File: config.mk
export PLATFORM = sky130hd
export DESIGN_NAME = sst_tx_irq_ctl
export DESIGN_NICKNAME = d
export VERILOG_FILES = /design/src/core/sst_change_det.v /design/src/core/sst_tx_irq_ctl.v
export VERILOG_INCLUDE_DIRS = /design/src /design/src/include
export SDC_FILE = /design/constraint.sdc
export NUM_CORES = 1
export LEC_CHECK = 0
export BUFFER_PORTS_ARGS = -buffer_cell sky130_fd_sc_hd__buf_2
export CORE_MARGIN = 1.5
export CORE_UTILIZATION = 55
export DETAILED_ROUTE_END_ITERATION = 8
export PLACE_DENSITY = 0.81
export SLEW_MARGIN = 20
export SYNTH_ARGS = -nofsm -noshare
export SYNTH_HDL_FRONTEND = slang
export SYNTH_HIERARCHICAL = 1
export SYNTH_SLANG_ARGS = --single-unit
File: constraint.sdc
create_clock -name ref_clk -period 2.3 [get_ports ref_clk]
set_input_delay 0.46 -clock ref_clk [delete_from_list [all_inputs] [get_ports ref_clk]]
set_output_delay 0.46 -clock ref_clk [all_outputs]
set_load 0.02 [all_outputs]
File: src/include/sst_consts.vh
// constants for the synchronous serial transmitter and interrupt control block
`ifndef SST_CONSTS_VH
`define SST_CONSTS_VH
// ----------------------------------------------------------------
// register byte offsets
// ----------------------------------------------------------------
`define SST_OFS_RXCS     8'h00
`define SST_OFS_PARAM    8'h04
`define SST_OFS_SYNC     8'h08
`define SST_OFS_TXCS     8'h0C
`define SST_OFS_TXBUF    8'h10
// ----------------------------------------------------------------
// field positions
// ----------------------------------------------------------------
`define SST_RXCS_IE      6
`define SST_RXCS_DONE    7
`define SST_RXCS_MLO     8
`define SST_RXCS_MCH     15
`define SST_PAR_PAREN    12
`define SST_PAR_SYNC     13
`define SST_TXCS_MRST    0
`define SST_TXCS_SEND    4
`define SST_TXCS_FIE     5
`define SST_TXCS_IE      6
`define SST_TXCS_DONE    7
`define SST_TXCS_FILL    15
`define SST_VEC_TXBIT    2
// ----------------------------------------------------------------
// reset values
// ----------------------------------------------------------------
`define SST_SYNC_RST     8'hFF
`define SST_PARAM_RST    16'h0000
// ----------------------------------------------------------------
// timing
// ----------------------------------------------------------------
`define SST_CLK_NS       8
`define SST_MODEM_DLY_NS 600
`define SST_LOCK_DLY_NS  20
`define SST_MODEM_CYC    ((`SST_MODEM_DLY_NS + `SST_CLK_NS - 1) / `SST_CLK_NS)
`define SST_LOCK_CYC     ((`SST_LOCK_DLY_NS + `SST_CLK_NS - 1) / `SST_CLK_NS)
`endif

File: src/core/sst_change_det.v
// modem control line change detector: synchroniser, delayed copy and change pulse
`timescale 1ns/100ps
module sst_change_det #(
	parameter DELAY_CYC = 75
) (
	ref_clk,
	rst,
	lineIn,
	level,
	changePulse
);
	input  wire ref_clk;     // block clock
	input  wire rst;         // internal reset, high active
	input  wire lineIn;      // raw modem line
	output wire level;       // synchronised level
	output wire changePulse; // high while level differs from delayed copy

	// ----------------------------------------------------------------
	// state
	// ----------------------------------------------------------------
	reg        sync1_reg;    // first synchroniser stage
	reg        sync2_reg;    // second synchroniser stage
	reg        delayed_reg;  // delayed copy of the level
	reg [7:0]  dly_reg;      // delay counter

	assign level       = sync2_reg;
	assign changePulse = sync2_reg ^ delayed_reg; // [RULE4]

	// synchroniser; the delayed copy only follows after the full delay
	always @(posedge ref_clk) begin
		sync1_reg <= lineIn;
		sync2_reg <= sync1_reg;
		if (rst) begin
			delayed_reg <= 1'b0;
			dly_reg     <= 8'h00;
		end else if (changePulse) begin
			// a change holds the pulse for the whole delay; a change back before it ends drops the pulse and restarts the count
			if (dly_reg == DELAY_CYC[7:0] - 8'h01) begin
				delayed_reg <= sync2_reg; // [RULE4]
				dly_reg     <= 8'h00;
			end else begin
				dly_reg <= dly_reg + 8'h01;
			end
		end else begin
			dly_reg <= 8'h00;
		end
	end
endmodule // sst_change_det

File: src/core/sst_tx_irq_ctl.v
// serial transmitter, modem change detector and bus interrupt control with AHB-Lite registers
//
// Summary of operation
// (RULE1) iso start: wait clock fall, rise, load
// (RULE2) iso: empty buffer pauses with idle line
// (RULE3) five modem lines, levels shown, change flagged
// (RULE4) each line makes 600 ns change pulse
// (RULE5) status read clears modem change flag
// (RULE6) done flags request only when enabled
// (RULE7) receive served before transmit
// (RULE8) receive flag raises request and bus request
// (RULE9) grant: acknowledge, drop request, block grant
// (RULE10) grant gone, bus free: busy, interrupt, vector
// (RULE11) processor waits skew, then slave sync
// (RULE12) slave sync: lock receive, clear request
// (RULE13) pending transmit requests again after clear
// (RULE14) status read frees receive lock after 20 ns
// (RULE15) transmit vector has bit 2 set
// (RULE16) pass grant if idle or busy, no NPR
// (RULE17) sync register resets to all ones
// (RULE18) sync register is fill and match character
// (RULE19) software programs mode and sync first
// (RULE20) enable arms; first buffer write starts
// (RULE21) enable cleared: finish char, mark, idle
// (RULE22) last char gone: send fill, flag it
// (RULE23) synchronous mode sends fill when buffer empty
// (RULE24) parameter bit 13 selects synchronous mode
// (RULE25) transmit status read clears fill flag
// (RULE26) done and fill both feed transmit request
//
// Register access over AHB-Lite and the register addresses are this design's own decisions.
`timescale 1ns/100ps
`include "sst_consts.vh"
module sst_tx_irq_ctl #(
	parameter [7:0] VECTOR_BASE = 8'h30, // arbitrary vector base
	parameter       MODEM_CYC   = `SST_MODEM_CYC,
	parameter       LOCK_CYC    = `SST_LOCK_CYC
) (
	input  wire        ref_clk,
	input  wire        rstn,
	input  wire        hsel,
	input  wire [31:0] haddr,
	input  wire [1:0]  htrans,
	input  wire        hwrite,
	input  wire [2:0]  hsize,
	input  wire [31:0] hwdata,
	input  wire        hready,
	output wire        hreadyout,
	output reg  [31:0] hrdata,
	output wire        hresp,
	input  wire        rxDone,
	output wire [7:0]  syncChar,
	input  wire        txClk,
	output reg         serialTxOut,
	input  wire [4:0]  modemLines,
	output wire        busRequest,
	input  wire        busGrantIn,
	output wire        busGrantOut,
	output wire        busSelAck,
	input  wire        busBusyIn,
	output wire        busBusyOut,
	output wire        busBusyOe,
	output wire        busIntr,
	output reg  [7:0]  busVector,
	input  wire        busSlaveSync,
	input  wire        busNprIn,
	output wire        irq_cycle_clear
);
	// ----------------------------------------------------------------
	// state codes
	// ----------------------------------------------------------------
	localparam [1:0] TX_IDLE = 2'd0, TX_FALL = 2'd1, TX_RISE = 2'd2, TX_SHIFT = 2'd3;
	localparam [2:0] IR_IDLE = 3'd0, IR_REQ = 3'd1, IR_SACK = 3'd2, IR_BUSY = 3'd3, IR_CLR = 3'd4;

	// ----------------------------------------------------------------
	// registers
	// ----------------------------------------------------------------
	reg        rst_reg;          // master reset pulse from software
	wire       rst = ~rstn | rst_reg;
	reg        rxIe_reg;         // rx_irq_enable
	reg        txIe_reg;         // tx_irq_enable
	reg        fillIe_reg;       // fill_irq_enable
	reg        send_reg;         // transmitter enable
	reg [15:0] param_reg;        // parameter_control
	reg [7:0]  sync_reg;         // shared sync and fill character
	reg [7:0]  txBuf_reg;        // tx_data_buffer
	reg        bufFull_reg;      // buffer written, not yet taken
	reg        txDone_reg;       // buffer taken by the shifter
	reg        fillSent_reg;     // fill_sent_flag
	reg        modemChg_reg;     // modem_change_flag
	reg        aValid_reg;       // captured address phase
	reg        aWrite_reg;
	reg [7:0]  aAddr_reg;

	// ----------------------------------------------------------------
	// pin synchronisers: only the second stage is read by logic
	// ----------------------------------------------------------------
	reg [4:0]  pinS1_reg;
	reg [4:0]  pinS2_reg;        // {npr, ssyn, busy, grant, txClk}
	reg        clkPrev_reg;
	always @(posedge ref_clk) begin
		pinS1_reg   <= {busNprIn, busSlaveSync, busBusyIn, busGrantIn, txClk};
		pinS2_reg   <= pinS1_reg;
		clkPrev_reg <= pinS2_reg[0];
	end
	wire clkRise  = pinS2_reg[0] & ~clkPrev_reg;
	wire clkFall  = ~pinS2_reg[0] & clkPrev_reg;
	wire grantS   = pinS2_reg[1];
	wire busyS    = pinS2_reg[2];
	wire ssynS    = pinS2_reg[3];
	wire nprS     = pinS2_reg[4];
	wire syncMode = param_reg[`SST_PAR_SYNC]; // [RULE24]

	// ----------------------------------------------------------------
	// modem change detectors
	// ----------------------------------------------------------------
	wire [4:0] modemLvl;
	wire [4:0] modemPulse;
	reg  [4:0] pulsePrev_reg;
	genvar gi;
	generate
		for (gi = 0; gi < 5; gi = gi + 1) begin : gModem
			sst_change_det #(.DELAY_CYC(MODEM_CYC)) uDet (
				.ref_clk     (ref_clk),
				.rst         (rst),
				.lineIn      (modemLines[gi]),
				.level       (modemLvl[gi]),
				.changePulse (modemPulse[gi])
			); // [RULE3]
		end
	endgenerate
	wire modemSet = |(modemPulse & ~pulsePrev_reg); // [RULE3] [RULE4]

	// ----------------------------------------------------------------
	// bus slave: zero wait states, registered read data
	// ----------------------------------------------------------------
	assign hreadyout = 1'b1;
	assign hresp     = 1'b0;
	wire   aTake     = hsel & hready & htrans[1];
	wire   rdRxcs    = aTake & ~hwrite & (haddr[7:0] == `SST_OFS_RXCS);
	wire   rdTxcs    = aTake & ~hwrite & (haddr[7:0] == `SST_OFS_TXCS);
	wire   wrEn      = aValid_reg & aWrite_reg;
	wire   wrTxBuf   = wrEn & (aAddr_reg == `SST_OFS_TXBUF);
	assign syncChar  = sync_reg; // [RULE18]

	// read mux: unmapped offsets read as zero
	function [31:0] readMux;
		input [7:0] a;
		begin
			case (a)
				`SST_OFS_RXCS:  readMux = {16'h0000, modemChg_reg, 2'b00, modemLvl, rxDone, rxIe_reg, 6'h00};
				`SST_OFS_PARAM: readMux = {16'h0000, param_reg};
				`SST_OFS_SYNC:  readMux = {24'h000000, sync_reg};
				`SST_OFS_TXCS:  readMux = {16'h0000, fillSent_reg, 7'h00, txDone_reg, txIe_reg, fillIe_reg,
					send_reg, 4'h0};
				`SST_OFS_TXBUF: readMux = {24'h000000, txBuf_reg};
				default:        readMux = 32'h00000000;
			endcase
		end
	endfunction

	// address capture and register writes
	always @(posedge ref_clk) begin
		if (rst) begin
			aValid_reg <= 1'b0;
			aWrite_reg <= 1'b0;
			aAddr_reg  <= 8'h00;
			hrdata     <= 32'h00000000;
			rxIe_reg   <= 1'b0;
			txIe_reg   <= 1'b0;
			fillIe_reg <= 1'b0;
			send_reg   <= 1'b0;
			param_reg  <= `SST_PARAM_RST;
			sync_reg   <= `SST_SYNC_RST; // [RULE17]
			txBuf_reg  <= 8'h00;
			rst_reg    <= 1'b0;
		end else begin
			aValid_reg <= aTake;
			aWrite_reg <= hwrite;
			aAddr_reg  <= haddr[7:0];
			rst_reg    <= 1'b0;
			if (aTake & ~hwrite)
				hrdata <= readMux(haddr[7:0]);
			if (wrEn) begin
				case (aAddr_reg)
					`SST_OFS_RXCS: rxIe_reg <= hwdata[`SST_RXCS_IE];
					`SST_OFS_PARAM: param_reg <= hwdata[15:0];
					`SST_OFS_SYNC: sync_reg <= hwdata[7:0]; // [RULE18]
					`SST_OFS_TXCS: begin
						send_reg   <= hwdata[`SST_TXCS_SEND];
						fillIe_reg <= hwdata[`SST_TXCS_FIE];
						txIe_reg   <= hwdata[`SST_TXCS_IE];
						rst_reg    <= hwdata[`SST_TXCS_MRST];
					end
					`SST_OFS_TXBUF: txBuf_reg <= hwdata[7:0];
					default: ;
				endcase
			end
		end
	end

	// modem change flag: a new pulse wins over the read that clears it
	always @(posedge ref_clk) begin
		if (rst) begin
			pulsePrev_reg <= 5'h00;
			modemChg_reg  <= 1'b0;
		end else begin
			pulsePrev_reg <= modemPulse;
			if (modemSet)
				modemChg_reg <= 1'b1; // [RULE3]
			else if (rdRxcs)
				modemChg_reg <= 1'b0; // [RULE5]
		end
	end

	// ----------------------------------------------------------------
	// transmitter
	// ----------------------------------------------------------------
	reg [1:0]  txSt_reg;
	reg [10:0] shift_reg;
	reg [3:0]  bitsLeft_reg;

	// frame builder: bit 0 goes out first; returns {length, frame}
	function [14:0] buildFrame;
		input [7:0] ch;
		input       iso;
		input       parEn;
		reg         par;
		begin
			par = ~^ch;
			if (iso & parEn)
				buildFrame = {4'd11, 1'b1, par, ch, 1'b0};
			else if (iso)
				buildFrame = {4'd10, 1'b1, 1'b1, ch, 1'b0};
			else if (parEn)
				buildFrame = {4'd9, 2'b11, par, ch};
			else
				buildFrame = {4'd8, 3'b111, ch};
		end
	endfunction

	wire [14:0] frameBuf  = buildFrame(txBuf_reg, ~syncMode, param_reg[`SST_PAR_PAREN]);
	wire [14:0] frameFill = buildFrame(sync_reg, ~syncMode, param_reg[`SST_PAR_PAREN]);
	wire        takeBuf   = (txSt_reg == TX_RISE & clkRise) |
		(txSt_reg == TX_SHIFT & clkRise & bitsLeft_reg == 4'd1 & send_reg & bufFull_reg);
	wire        takeFill  = txSt_reg == TX_SHIFT & clkRise & bitsLeft_reg == 4'd1 & send_reg &
		~bufFull_reg & syncMode;

	// shifter sequence
	always @(posedge ref_clk) begin
		if (rst) begin
			txSt_reg     <= TX_IDLE;
			shift_reg    <= 11'h7FF;
			bitsLeft_reg <= 4'd0;
			serialTxOut  <= 1'b1;
		end else begin
			case (txSt_reg)
				TX_IDLE: begin
					serialTxOut <= 1'b1;
					if (send_reg & bufFull_reg)
						txSt_reg <= TX_FALL; // [RULE20]
				end
				TX_FALL: begin
					if (~send_reg)
						txSt_reg <= TX_IDLE;
					else if (clkFall)
						txSt_reg <= TX_RISE; // [RULE1]
				end
				TX_RISE: begin
					if (~send_reg)
						txSt_reg <= TX_IDLE;
					else if (clkRise) begin
						shift_reg    <= frameBuf[10:0]; // [RULE1]
						bitsLeft_reg <= frameBuf[14:11];
						serialTxOut  <= frameBuf[0];
						txSt_reg     <= TX_SHIFT;
					end
				end
				TX_SHIFT: begin
					if (clkRise) begin
						if (bitsLeft_reg != 4'd1) begin
							shift_reg    <= {1'b1, shift_reg[10:1]};
							serialTxOut  <= shift_reg[1];
							bitsLeft_reg <= bitsLeft_reg - 4'd1;
						end else if (takeBuf) begin
							shift_reg    <= frameBuf[10:0];
							bitsLeft_reg <= frameBuf[14:11];
							serialTxOut  <= frameBuf[0];
						end else if (takeFill) begin
							shift_reg    <= frameFill[10:0]; // [RULE23] [RULE22]
							bitsLeft_reg <= frameFill[14:11];
							serialTxOut  <= frameFill[0];
						end else begin
							// iso with empty buffer pauses; cleared enable drops sync
							serialTxOut <= 1'b1; // [RULE2] [RULE21]
							txSt_reg    <= TX_IDLE;
						end
					end
				end
				default: txSt_reg <= TX_IDLE;
			endcase
		end
	end

	// buffer and transmit flags; a hardware set wins over a software clear
	always @(posedge ref_clk) begin
		if (rst) begin
			bufFull_reg  <= 1'b0;
			txDone_reg   <= 1'b0;
			fillSent_reg <= 1'b0;
		end else begin
			if (takeBuf) begin
				bufFull_reg <= wrTxBuf;
				txDone_reg  <= 1'b1; // [RULE1] [RULE22]
			end else if (wrTxBuf) begin
				bufFull_reg <= 1'b1;
				txDone_reg  <= 1'b0;
			end
			if (takeFill)
				fillSent_reg <= 1'b1; // [RULE22] [RULE25]
			else if (rdTxcs)
				fillSent_reg <= 1'b0; // [RULE25]
		end
	end

	// ----------------------------------------------------------------
	// interrupt control
	// ----------------------------------------------------------------
	reg [2:0]  irSt_reg;
	reg        lockA_reg;        // receive lockout after service
	reg        lockB_reg;        // transmit lockout after service
	reg        servTx_reg;       // cycle serves the transmit stage
	reg [3:0]  lockCnt_reg;      // delay before receive lockout lifts
	reg        lockRun_reg;
	wire reqA = rxDone & rxIe_reg & ~lockA_reg; // [RULE6] [RULE8]
	wire reqB = ((txDone_reg & txIe_reg) | (fillSent_reg & fillIe_reg)) & ~lockB_reg; // [RULE6] [RULE26]
	wire commonIrq = (irSt_reg == IR_IDLE) ? (reqA | reqB) :
		(irSt_reg == IR_REQ | irSt_reg == IR_SACK | irSt_reg == IR_BUSY);
	wire grantPassEnable = (irSt_reg == IR_BUSY | ~commonIrq) & ~nprS; // [RULE16]

	assign busRequest      = irSt_reg == IR_REQ; // [RULE8]
	assign busSelAck       = irSt_reg == IR_SACK; // [RULE9]
	assign busGrantOut     = grantS & grantPassEnable; // [RULE9] [RULE16]
	assign busBusyOut      = 1'b0;
	assign busBusyOe       = irSt_reg == IR_BUSY; // [RULE10]
	assign busIntr         = irSt_reg == IR_BUSY; // [RULE10]
	assign irq_cycle_clear = irSt_reg == IR_CLR;

	// request, grant, vector and clear sequence
	always @(posedge ref_clk) begin
		if (rst) begin
			irSt_reg   <= IR_IDLE;
			servTx_reg <= 1'b0;
			busVector  <= 8'h00;
		end else begin
			case (irSt_reg)
				IR_IDLE: begin
					if (reqA | reqB)
						irSt_reg <= IR_REQ; // [RULE8] [RULE13]
				end
				IR_REQ: begin
					if (grantS)
						irSt_reg <= IR_SACK; // [RULE9]
				end
				IR_SACK: begin
					if (~grantS & ~busyS & ~ssynS) begin
						servTx_reg <= ~reqA; // [RULE7]
						busVector  <= VECTOR_BASE | {5'b00000, ~reqA, 2'b00}; // [RULE15]
						irSt_reg   <= IR_BUSY; // [RULE10]
					end
				end
				IR_BUSY: begin
					if (ssynS)
						irSt_reg <= IR_CLR; // [RULE12]
				end
				IR_CLR: begin
					busVector <= 8'h00;
					if (~ssynS)
						irSt_reg <= IR_IDLE; // [RULE13]
				end
				default: irSt_reg <= IR_IDLE;
			endcase
		end
	end

	// lockouts: set on slave sync, receive one lifted shortly after status read
	always @(posedge ref_clk) begin
		if (rst) begin
			lockA_reg   <= 1'b0;
			lockB_reg   <= 1'b0;
			lockCnt_reg <= 4'd0;
			lockRun_reg <= 1'b0;
		end else begin
			if (rdRxcs) begin
				lockRun_reg <= 1'b1;
				lockCnt_reg <= 4'd0;
			end else if (lockRun_reg) begin
				lockCnt_reg <= lockCnt_reg + 4'd1;
				if (lockCnt_reg == LOCK_CYC[3:0] - 4'd1)
					lockRun_reg <= 1'b0;
			end
			if (irSt_reg == IR_BUSY & ssynS & ~servTx_reg)
				lockA_reg <= 1'b1; // [RULE12]
			else if (lockRun_reg & lockCnt_reg == LOCK_CYC[3:0] - 4'd1)
				lockA_reg <= 1'b0; // [RULE14]
			if (irSt_reg == IR_BUSY & ssynS & servTx_reg)
				lockB_reg <= 1'b1;
			else if (rdTxcs | wrTxBuf)
				lockB_reg <= 1'b0;
		end
	end
endmodule // sst_tx_irq_ctl

==> results of run 1 <==
worst max-delay path by stage:
stage | slack (ps) | to | startpoint
6_report | 220 | busGrantOut | irSt_reg[2]
3_5_place_dp | 70 | hrdata[8] | haddr[0]
2_1_floorplan | 240 | gModem[4].uDet/dly_reg[2] | rstn
3_3_place_gp | 100 | hrdata[8] | haddr[0]
4_1_cts | 210 | busGrantOut | irSt_reg[2]
5_1_grt | 90 | bitsLeft_reg[0] | bufFull_reg
cells in the mapped netlist, types with 3 or more instances:
| cell type | instances | share of area, % |
|---|---|---|
| a211oi_1 | 3 | 0.31 |
| a21oi_1 | 63 | 4.3 |
| a222oi_1 | 7 | 0.95 |
| a22o_1 | 4 | 0.48 |
| a22oi_1 | 14 | 1.4 |
| a31oi_1 | 7 | 0.60 |
| and2_1 | 15 | 1.3 |
| buf_1 | 5 | 0.26 |
| buf_2 | 5 | 0.34 |
| buf_4 | 28 | 2.9 |
| clkbuf_1 | 21 | 1.1 |
| dfxtp_1 | 167 | 45 |
| ha_1 | 14 | 2.4 |
| inv_1 | 32 | 1.6 |
| mux2i_1 | 25 | 3.4 |
| mux4_2 | 8 | 2.5 |
| nand2_1 | 81 | 4.1 |
| nand2b_1 | 5 | 0.43 |
| nand3_1 | 29 | 2.0 |
| nand4_1 | 7 | 0.60 |
| nand4b_1 | 6 | 0.71 |
| nand4bb_1 | 5 | 0.77 |
| nor2_1 | 76 | 3.9 |
| nor2b_1 | 10 | 0.85 |
| nor3_1 | 12 | 0.82 |
| nor4_1 | 3 | 0.26 |
| o211ai_2 | 5 | 0.85 |
| o21a_1 | 3 | 0.31 |
| o21ai_0 | 28 | 1.9 |
| o221ai_1 | 3 | 0.36 |
| o22ai_1 | 9 | 0.77 |
| or3_1 | 18 | 1.5 |
| or3b_4 | 4 | 0.61 |
| xnor2_1 | 20 | 2.4 |
| xor2_1 | 17 | 2.0 |
worst max-delay path, cell delays in order, from the launching register on:
cell,delay (ps)
dfxtp_1,390
nor3_1,230
o221ai_1,200
a21oi_1,190
buf_2,190
kinds of logic after synthesis:
group	after synthesis	share of synthesized area [%]
compound gates	167	15.0
xor+xnor	37	4.41
fa+ha+maj	14	2.38
buf+inv	93	6.36
flops	167	45.5
mux	34	6.01
other cells	2	0.102
simple gates	289	20.2
final cells by class:
cell class                 instances  area share, %
antenna                            1         0.0298
clock buffer                      23           5.69
clock inverter                     7          0.551
inverter                          33           1.47
multi-input combinational        565           43.1
sequential                       167           39.8
tap                              176           2.62
timing repair buffer              95           6.73
routing by layer:
layer  track usage [%]  wire [µm]  up-vias
li1                  -          -     2942
met1              29.6       7090     2757
met2              38.7       7700      214
met3              5.41        995       42
met4              12.0        465        0
met5                 0          0        -
power by group:
group | switching (mW) | internal [mW] | total [mW] | leakage (nW)
Combinational | 0.246 | 0.158 | 0.404 | 1.73
Clock | 1.09 | 1.45 | 2.54 | 0.251
Sequential | 0.0648 | 2.96 | 3.02 | 1.36
Total | 1.40 | 4.56 | 5.97 | 3.34
==> run summary, run 1 <==
The half-perimeter wire length after detailed placement was 11200 µm; the count of input and output buffers was 74. The floorplan has 42 rows. The total area inside the core boundary comes to 13100 µm².

The tools report the post-synthesis cell type count as 71. In this run, post-CTS repair resized a total of 0 instances. Final worst-path cycle share: 90.3%. Across every metal layer, demand over resource in global routing totals 23.8%.

Sequential cells were found to cover 45.5% of the synthesized design area. The count of final max-slew check failures was 0; the number of global-route vias before repair was 5720. At the end of the flow the core is filled with cells to 64.0%.

The die covers 14100 µm². The number of enable-type register cells in the synthesized netlist is 0. The CTS buffer count was 17. Pin placement for this block handled 143 I/O pins.

The post-route non-filler standard cell count was 1067. The worst-margin pin slew is 653 ps, and the largest net degree at the start of global routing is 38. IR analysis of the VDD net gives a maximum drop of 0.633 mV. The number of violations reported at the end of detailed-routing iteration 0 was 517; the data arrival time of the critical path was 1620 ps.

Counting every instance in the synthesized netlist gives 803. The clock tree synthesis step divided the H-tree into 4 levels. The data required time of the critical path was 1840 ps; the average wire length per cell after detail routing was 15.2 µm. The clock reaches the later pin of the worst-skew pair after 420 ps. Of all nets on the critical path, the largest fanout is 8. Total standard cell area after synthesis: 7350 µm².

Counting flops and latches in the post-synthesis netlist gives 167. The run gives 0.852 as the routability congestion estimate from global placement. Cells with a size suffix above 1 make up 17.8% of the layout.

The final cell area excluding filler cells was 8410 µm². The slack of the worst reg-to-reg path was 250 ps. For this run, the leading register cell type out of synthesis is dfxtp_1. The tools report the remaining routing DRC violations as 0.

The clock-pin slew on the worst setup and hold paths works out to 60 ps. TritonCTS built the clock tree. Dividing the detail-routed via count by the number of cells gives 5.58.

The tree built by TritonCTS fans out to 167 sinks. In this run the deepest clock path goes through 2 buffers. The root buffer cell chosen for the clock tree is clkbuf_16. Measured along the y axis, the die boundary spans 119 µm. Worst setup margin: 223 ps. In this run the remaining antenna-violating nets after routing total 0. The total count of hold-check failures in the final report was 0; the power density of the placed cells was 710 nW/µm². The average size of a mapped cell was 9.16 µm²; the fmax was 0.482 GHz. The detailed router placed 5955 vias in this run. The flow ran to the end, and the final reports show no timing, DRC or antenna violations. STA classifies the critical path startpoint as a flop. Worst clock skew: 6.85 ps. Worst hold-check path type: in -> reg.

Summing all multi-input logic gate instances after layout gives 3630 µm². The run gives 56.0% as the initial core utilization. The initial antenna violation count was 1.

Before CTS, the worst setup slack after placement is 67.0 ps. Setup violation total in the final timing report: 0. The count of yosys warnings during synthesis was 6. STA classifies the critical path endpoint as an output pin.

The horizontal die dimension was 119 µm. The total global routing overflow is 0, and the synthesis-to-layout area growth is 14.3%. The overall power of the completed layout is 5.97 mW. For hold timing, the worst endpoint is pinS1_reg[4]. The number of fill cells in the layout came out at 1091. The number of placed instances, taps included, is 1036.

The register with the most flip-flops in the layout has 40 of them. The cell depth of the worst min-delay path was 1; the final wirelength was 16300 µm. The async set or reset register ratio after synthesis was 0%; the total negative slack for setup checks was 0 ps.

In this run the most critical hold path is launched from busNprIn. In this run the static leakage power is 3.34 nW. The worst register-to-register path begins at bufFull_reg.

The logs give 3340 µm² for the register area and 0 for the max-cap violation count. Worst-case headroom to the max-slew limit: 56.1%. The most common cell after layout, fill and taps aside was dfxtp_1. The final layout contains 978 nets.

The placed instances occupy a cell area of 7880 µm². Setup repair after global routing left no endpoint under its margin. The type of the worst setup path is reg -> out. In the layout the commonest cells are 167 x dfxtp_1, 81 x nand2_1, 76 x nor2_1. After clock tree synthesis, the setup repair step added 0 buffers.

The detailed-routing iteration count for the pre-antenna-repair pass is 6, and the cts-stage hold buffer count is 0. The logic depth of the worst register-to-register path is 5, and the global-route wire length before repair is 26900 µm. The minimum hold slack came out at 136 ps. The endpoint of the lowest-slack register-to-register path was shift_reg[5]. After layout, the minimum clock period comes to 2080 ps.
No activity file was read; power rests on OpenSTA's default activity.
==> inputs of run 2 (changes only) <==
--- a/config.mk
+++ b/config.mk
@@ -6,11 +6,13 @@
 export SDC_FILE = /design/constraint.sdc
 export NUM_CORES = 1
 export LEC_CHECK = 0
+export ABC_AREA = 1
 export BUFFER_PORTS_ARGS = -buffer_cell sky130_fd_sc_hd__buf_2
 export CORE_MARGIN = 1.5
-export CORE_UTILIZATION = 55
+export CORE_UTILIZATION = 57
+export CTS_CLUSTER_DIAMETER = 100
 export DETAILED_ROUTE_END_ITERATION = 8
-export PLACE_DENSITY = 0.81
+export PLACE_DENSITY = 0.8
 export SLEW_MARGIN = 20
 export SYNTH_ARGS = -nofsm -noshare
 export SYNTH_HDL_FRONTEND = slang
==> run summary, run 2 <==
The run finished with clean final reports. The area fraction of the dominant cell type after synthesis came out at 40.2% (-5.3 points). Counting instances in the post-synthesis netlist gives the leading cell types as 259 x nand2_1, 168 x inv_1, 167 x dfxtp_1.

Global-route wire length before repair: 30100 µm (+12%). For the CTS buffer count, the log shows 17 (unchanged). STA classifies the critical path endpoint as an output pin. The logs give 7342 (+23%) for the detailed-route via count and 1215 (+11%) for the number of fill cells in the layout.

The run gives 430 ps (about the same) as the clock insertion delay at the later pin of the skew report. TritonCTS built the clock tree. The final worst-path cycle share came out at 93.3% (+3.0 points). The power density of the placed cells came out at 707 nW/µm² (-0.46%). Buffer cell driving the clock tree root: clkbuf_16. The register bit count reported by yosys was 167 (unchanged).

The tools report the net switching power figure as 1.78 mW (+27%). Setup repair after global routing left no endpoint under its margin. Detailed-routing iteration count for the pre-antenna-repair pass: 7 (+1). The tightest min-delay check is of the in -> reg type. For the synthesized netlist cell count, the log shows 1148 (+43%). The combinational cell fraction of total power is 11.3% (+4.5 points), and the total standard cell area after synthesis is 8320 µm² (+13%). The run gives 2 (unchanged) as the buffer depth of the longest clock path. The fmax was 0.466 GHz (-3.2%).

The top fanout value on the critical path was 6 (-2); the clock-pin slew on the worst setup and hold paths was 70 ps (about the same). Leakage component of the power: 4.09 nW (+22%). The average wire length per cell after detail routing was 13.0 µm (-15%); the antenna diode instance count was 0 (-1). The tools report the clock sink count as 167 (unchanged).

The share of the core filled with cells is 66.2% (+2.2 points). Worst-margin pin slew: 701 ps (+48.2 ps). Among all flip-flop cells after synthesis, the most frequent one is dfxtp_1. For the total negative slack for setup checks, the log shows 0 ps (unchanged). The largest net degree at the start of global routing was 35 (-7.9%). Height of the die: 124 µm (+4.3%).

In this run the worst setup path begins at irSt_reg[0]. Share of power burned in the clock network: 41.7% (-0.9 points). For the number of global-route vias before repair, the log shows 6804 (+19%).

The aggregate global-route resource usage was 25.1% (+1.3 points). The multi-input logic area is 4040 µm² (+11%), and the number of violations reported at the end of detailed-routing iteration 0 is 533 (+3.1%). The async set or reset register ratio after synthesis was 0% (unchanged).

The maximum ir drop on the vdd rail was 0.533 mV (-16%); the share of cells above drive strength 1 was 17.6% (-0.14 points). The logs give 4.78 mW (+4.8%) for the internal portion of total power and 13300 µm (+19%) for the half-perimeter wire length after detailed placement. The tools report the count of final max-slew check failures as 0 (unchanged). The flip-flop count of the largest register after layout came out at 40 (unchanged). Summed over all instances, the cell type with the most area after synthesis is dfxtp_1. The average vias per placed instance came out at 5.20 (-6.8%).

STA classifies the critical path startpoint as a flop. The worst-case headroom to the max-slew limit was 53.2% (-2.9 points). The number of buffers inserted by post-CTS setup repair is 0 (unchanged). The count of yosys warnings during synthesis came out at 6 (unchanged).

The top cell types in the final layout, fill and taps aside, are 259 x nand2_1, 167 x inv_1, 167 x dfxtp_1. The post-synthesis cell type count is 45 (-37%). The maximum level of the CTS H-tree came out at 4 (unchanged). Yosys instantiated no cell more often than nand2_1. The initial core utilization was 59.2% (+3.2 points); the sequential fraction of the synthesis area was 40.2% (-5.3 points). The data required time of the critical path came out at 1840 ps (about the same).

The total count of hold-check failures in the final report was 0 (unchanged); the switching share of power was 27.2% (+3.7 points). The number of nets at the end of the flow is 1318 (+35%), and the number of enable-type register cells in the synthesized netlist is 0 (unchanged). The startpoint of the most critical hold path was modemLines[1]. The most common cell after layout, fill and taps aside is nand2_1. The worst clock skew was 7.53 ps (+0.676 ps). For the core area, the log shows 14000 µm² (+6.9%).

Routability congestion estimate from global placement: 0.875 (+2.6%). The synthesis-to-layout area growth is 11.8%. The full die area was 15300 µm² (+8.9%).

The type of the worst setup path was reg -> out. The setup violation total in the final timing report was 0 (unchanged); the remaining routing DRC violations was 0 (unchanged). For the total global routing overflow, the log shows 0 (unchanged). By area the synthesized netlist is led by dfxtp_1 40%, nand2_1 12%, inv_1 7.6%, nor2_1 5.5%, nand3_1 3.4%.

Register share of total power: 47.0% (-3.6 points). Max-cap violation count: 0 (unchanged). Register area: 3340 µm² (unchanged). The initial antenna violation count was 0 (-1). The average size of a mapped cell came out at 7.24 µm² (-21%). For the I/O pin total, the log shows 143 (unchanged). The number of gates resized after CTS came out at 0 (unchanged). The horizontal die dimension came out at 124 µm (+4.3%). The tools report the critical register-to-register path startpoint as aAddr_reg[1].

The final wirelength was 18400 µm (+13%). The cts-stage hold buffer count came out at 0 (unchanged). The run gives 43 (+2.4%) as the placement row count. The clock period minus worst slack works out to 2150 ps (+69.6 ps). The data arrival time of the critical path came out at 1690 ps (+70 ps). The count of input and output buffers came out at 74 (unchanged). For the residual antenna-violating net count after detailed routing, the log shows 0 (unchanged). The run gives 126 ps (-10.2 ps) as the minimum hold slack.
## run 2: worst paths after layout
kind | slack (ps) | to | cells after the start
worst max-delay path | 150 | busGrantOut | 5
worst min-delay path | 130 | gModem[1].uDet/sync1_reg | 1
worst max register to register | 290 | txBuf_reg[3] | 6
worst min register to register | 330 | pinS2_reg[2] | 0
## run 2: routing by layer
layer	part of all wire, %	up-vias	global-route usage, %
met4	3.0	0	11.4
met3	6.0	38	5.91
met5	0	-	0
met1	44	3342	29.8
li1	-	3741	-
met2	47	221	42.9
## run 2: cell families (layout without fill, tap and decap cells)
kind of cell / after synthesis / count (layout) / synth area share, %
simple gates: 522 / 522 / 28.2
buf+inv: 232 / 294 / 12.3
compound gates: 187 / 187 / 14.5
flops: 167 / 167 / 40.2
xor+xnor: 17 / 17 / 1.79
fa+ha+maj: 14 / 14 / 2.11
mux: 7 / 7 / 0.843
other cells: 2 / 24 / 0.0903
## run 2: power by group through the flow
stage	clock network [mW]	logic (mW)	registers, mW
6_report	2.74	0.742	3.08
2_1_floorplan	0	0.581	3.14
3_5_place_dp	0	0.733	3.15
5_1_grt	2.90	0.829	3.09
4_1_cts	2.78	0.744	3.08
3_3_place_gp	0	0.721	3.14
## run 2: layout make-up
class	count	share of cell area (%)
Clock buffer	20	4.81
Multi-Input combinational cell	771	43.4
Timing Repair Buffer	83	4.85
Sequential cell	167	36.0
Clock inverter	12	1.28
Tap cell	180	2.42
Inverter	179	7.23
## run 2: critical path, stage by stage (launching register included)
cell and delay, ps:
dfxtp_1 320, inv_1 100, nor3_1 330, nor2_1 70
a211oi_1 230, buf_2 200
## run 2: through the flow
stage / instance area [µm²] / setup slack [ps] / total power, mW / instances
CTS: 9290 / 111 / 6.61 / 1412
finish: 9290 / 154 / 6.57 / 1412
global route: 9290 / 51.4 / 6.82 / 1412
detailed placement: 8730 / 183 / 3.88 / 1380
floorplan: 8400 / 118 / 3.72 / 1170
global placement: 8730 / 287 / 3.86 / 1380
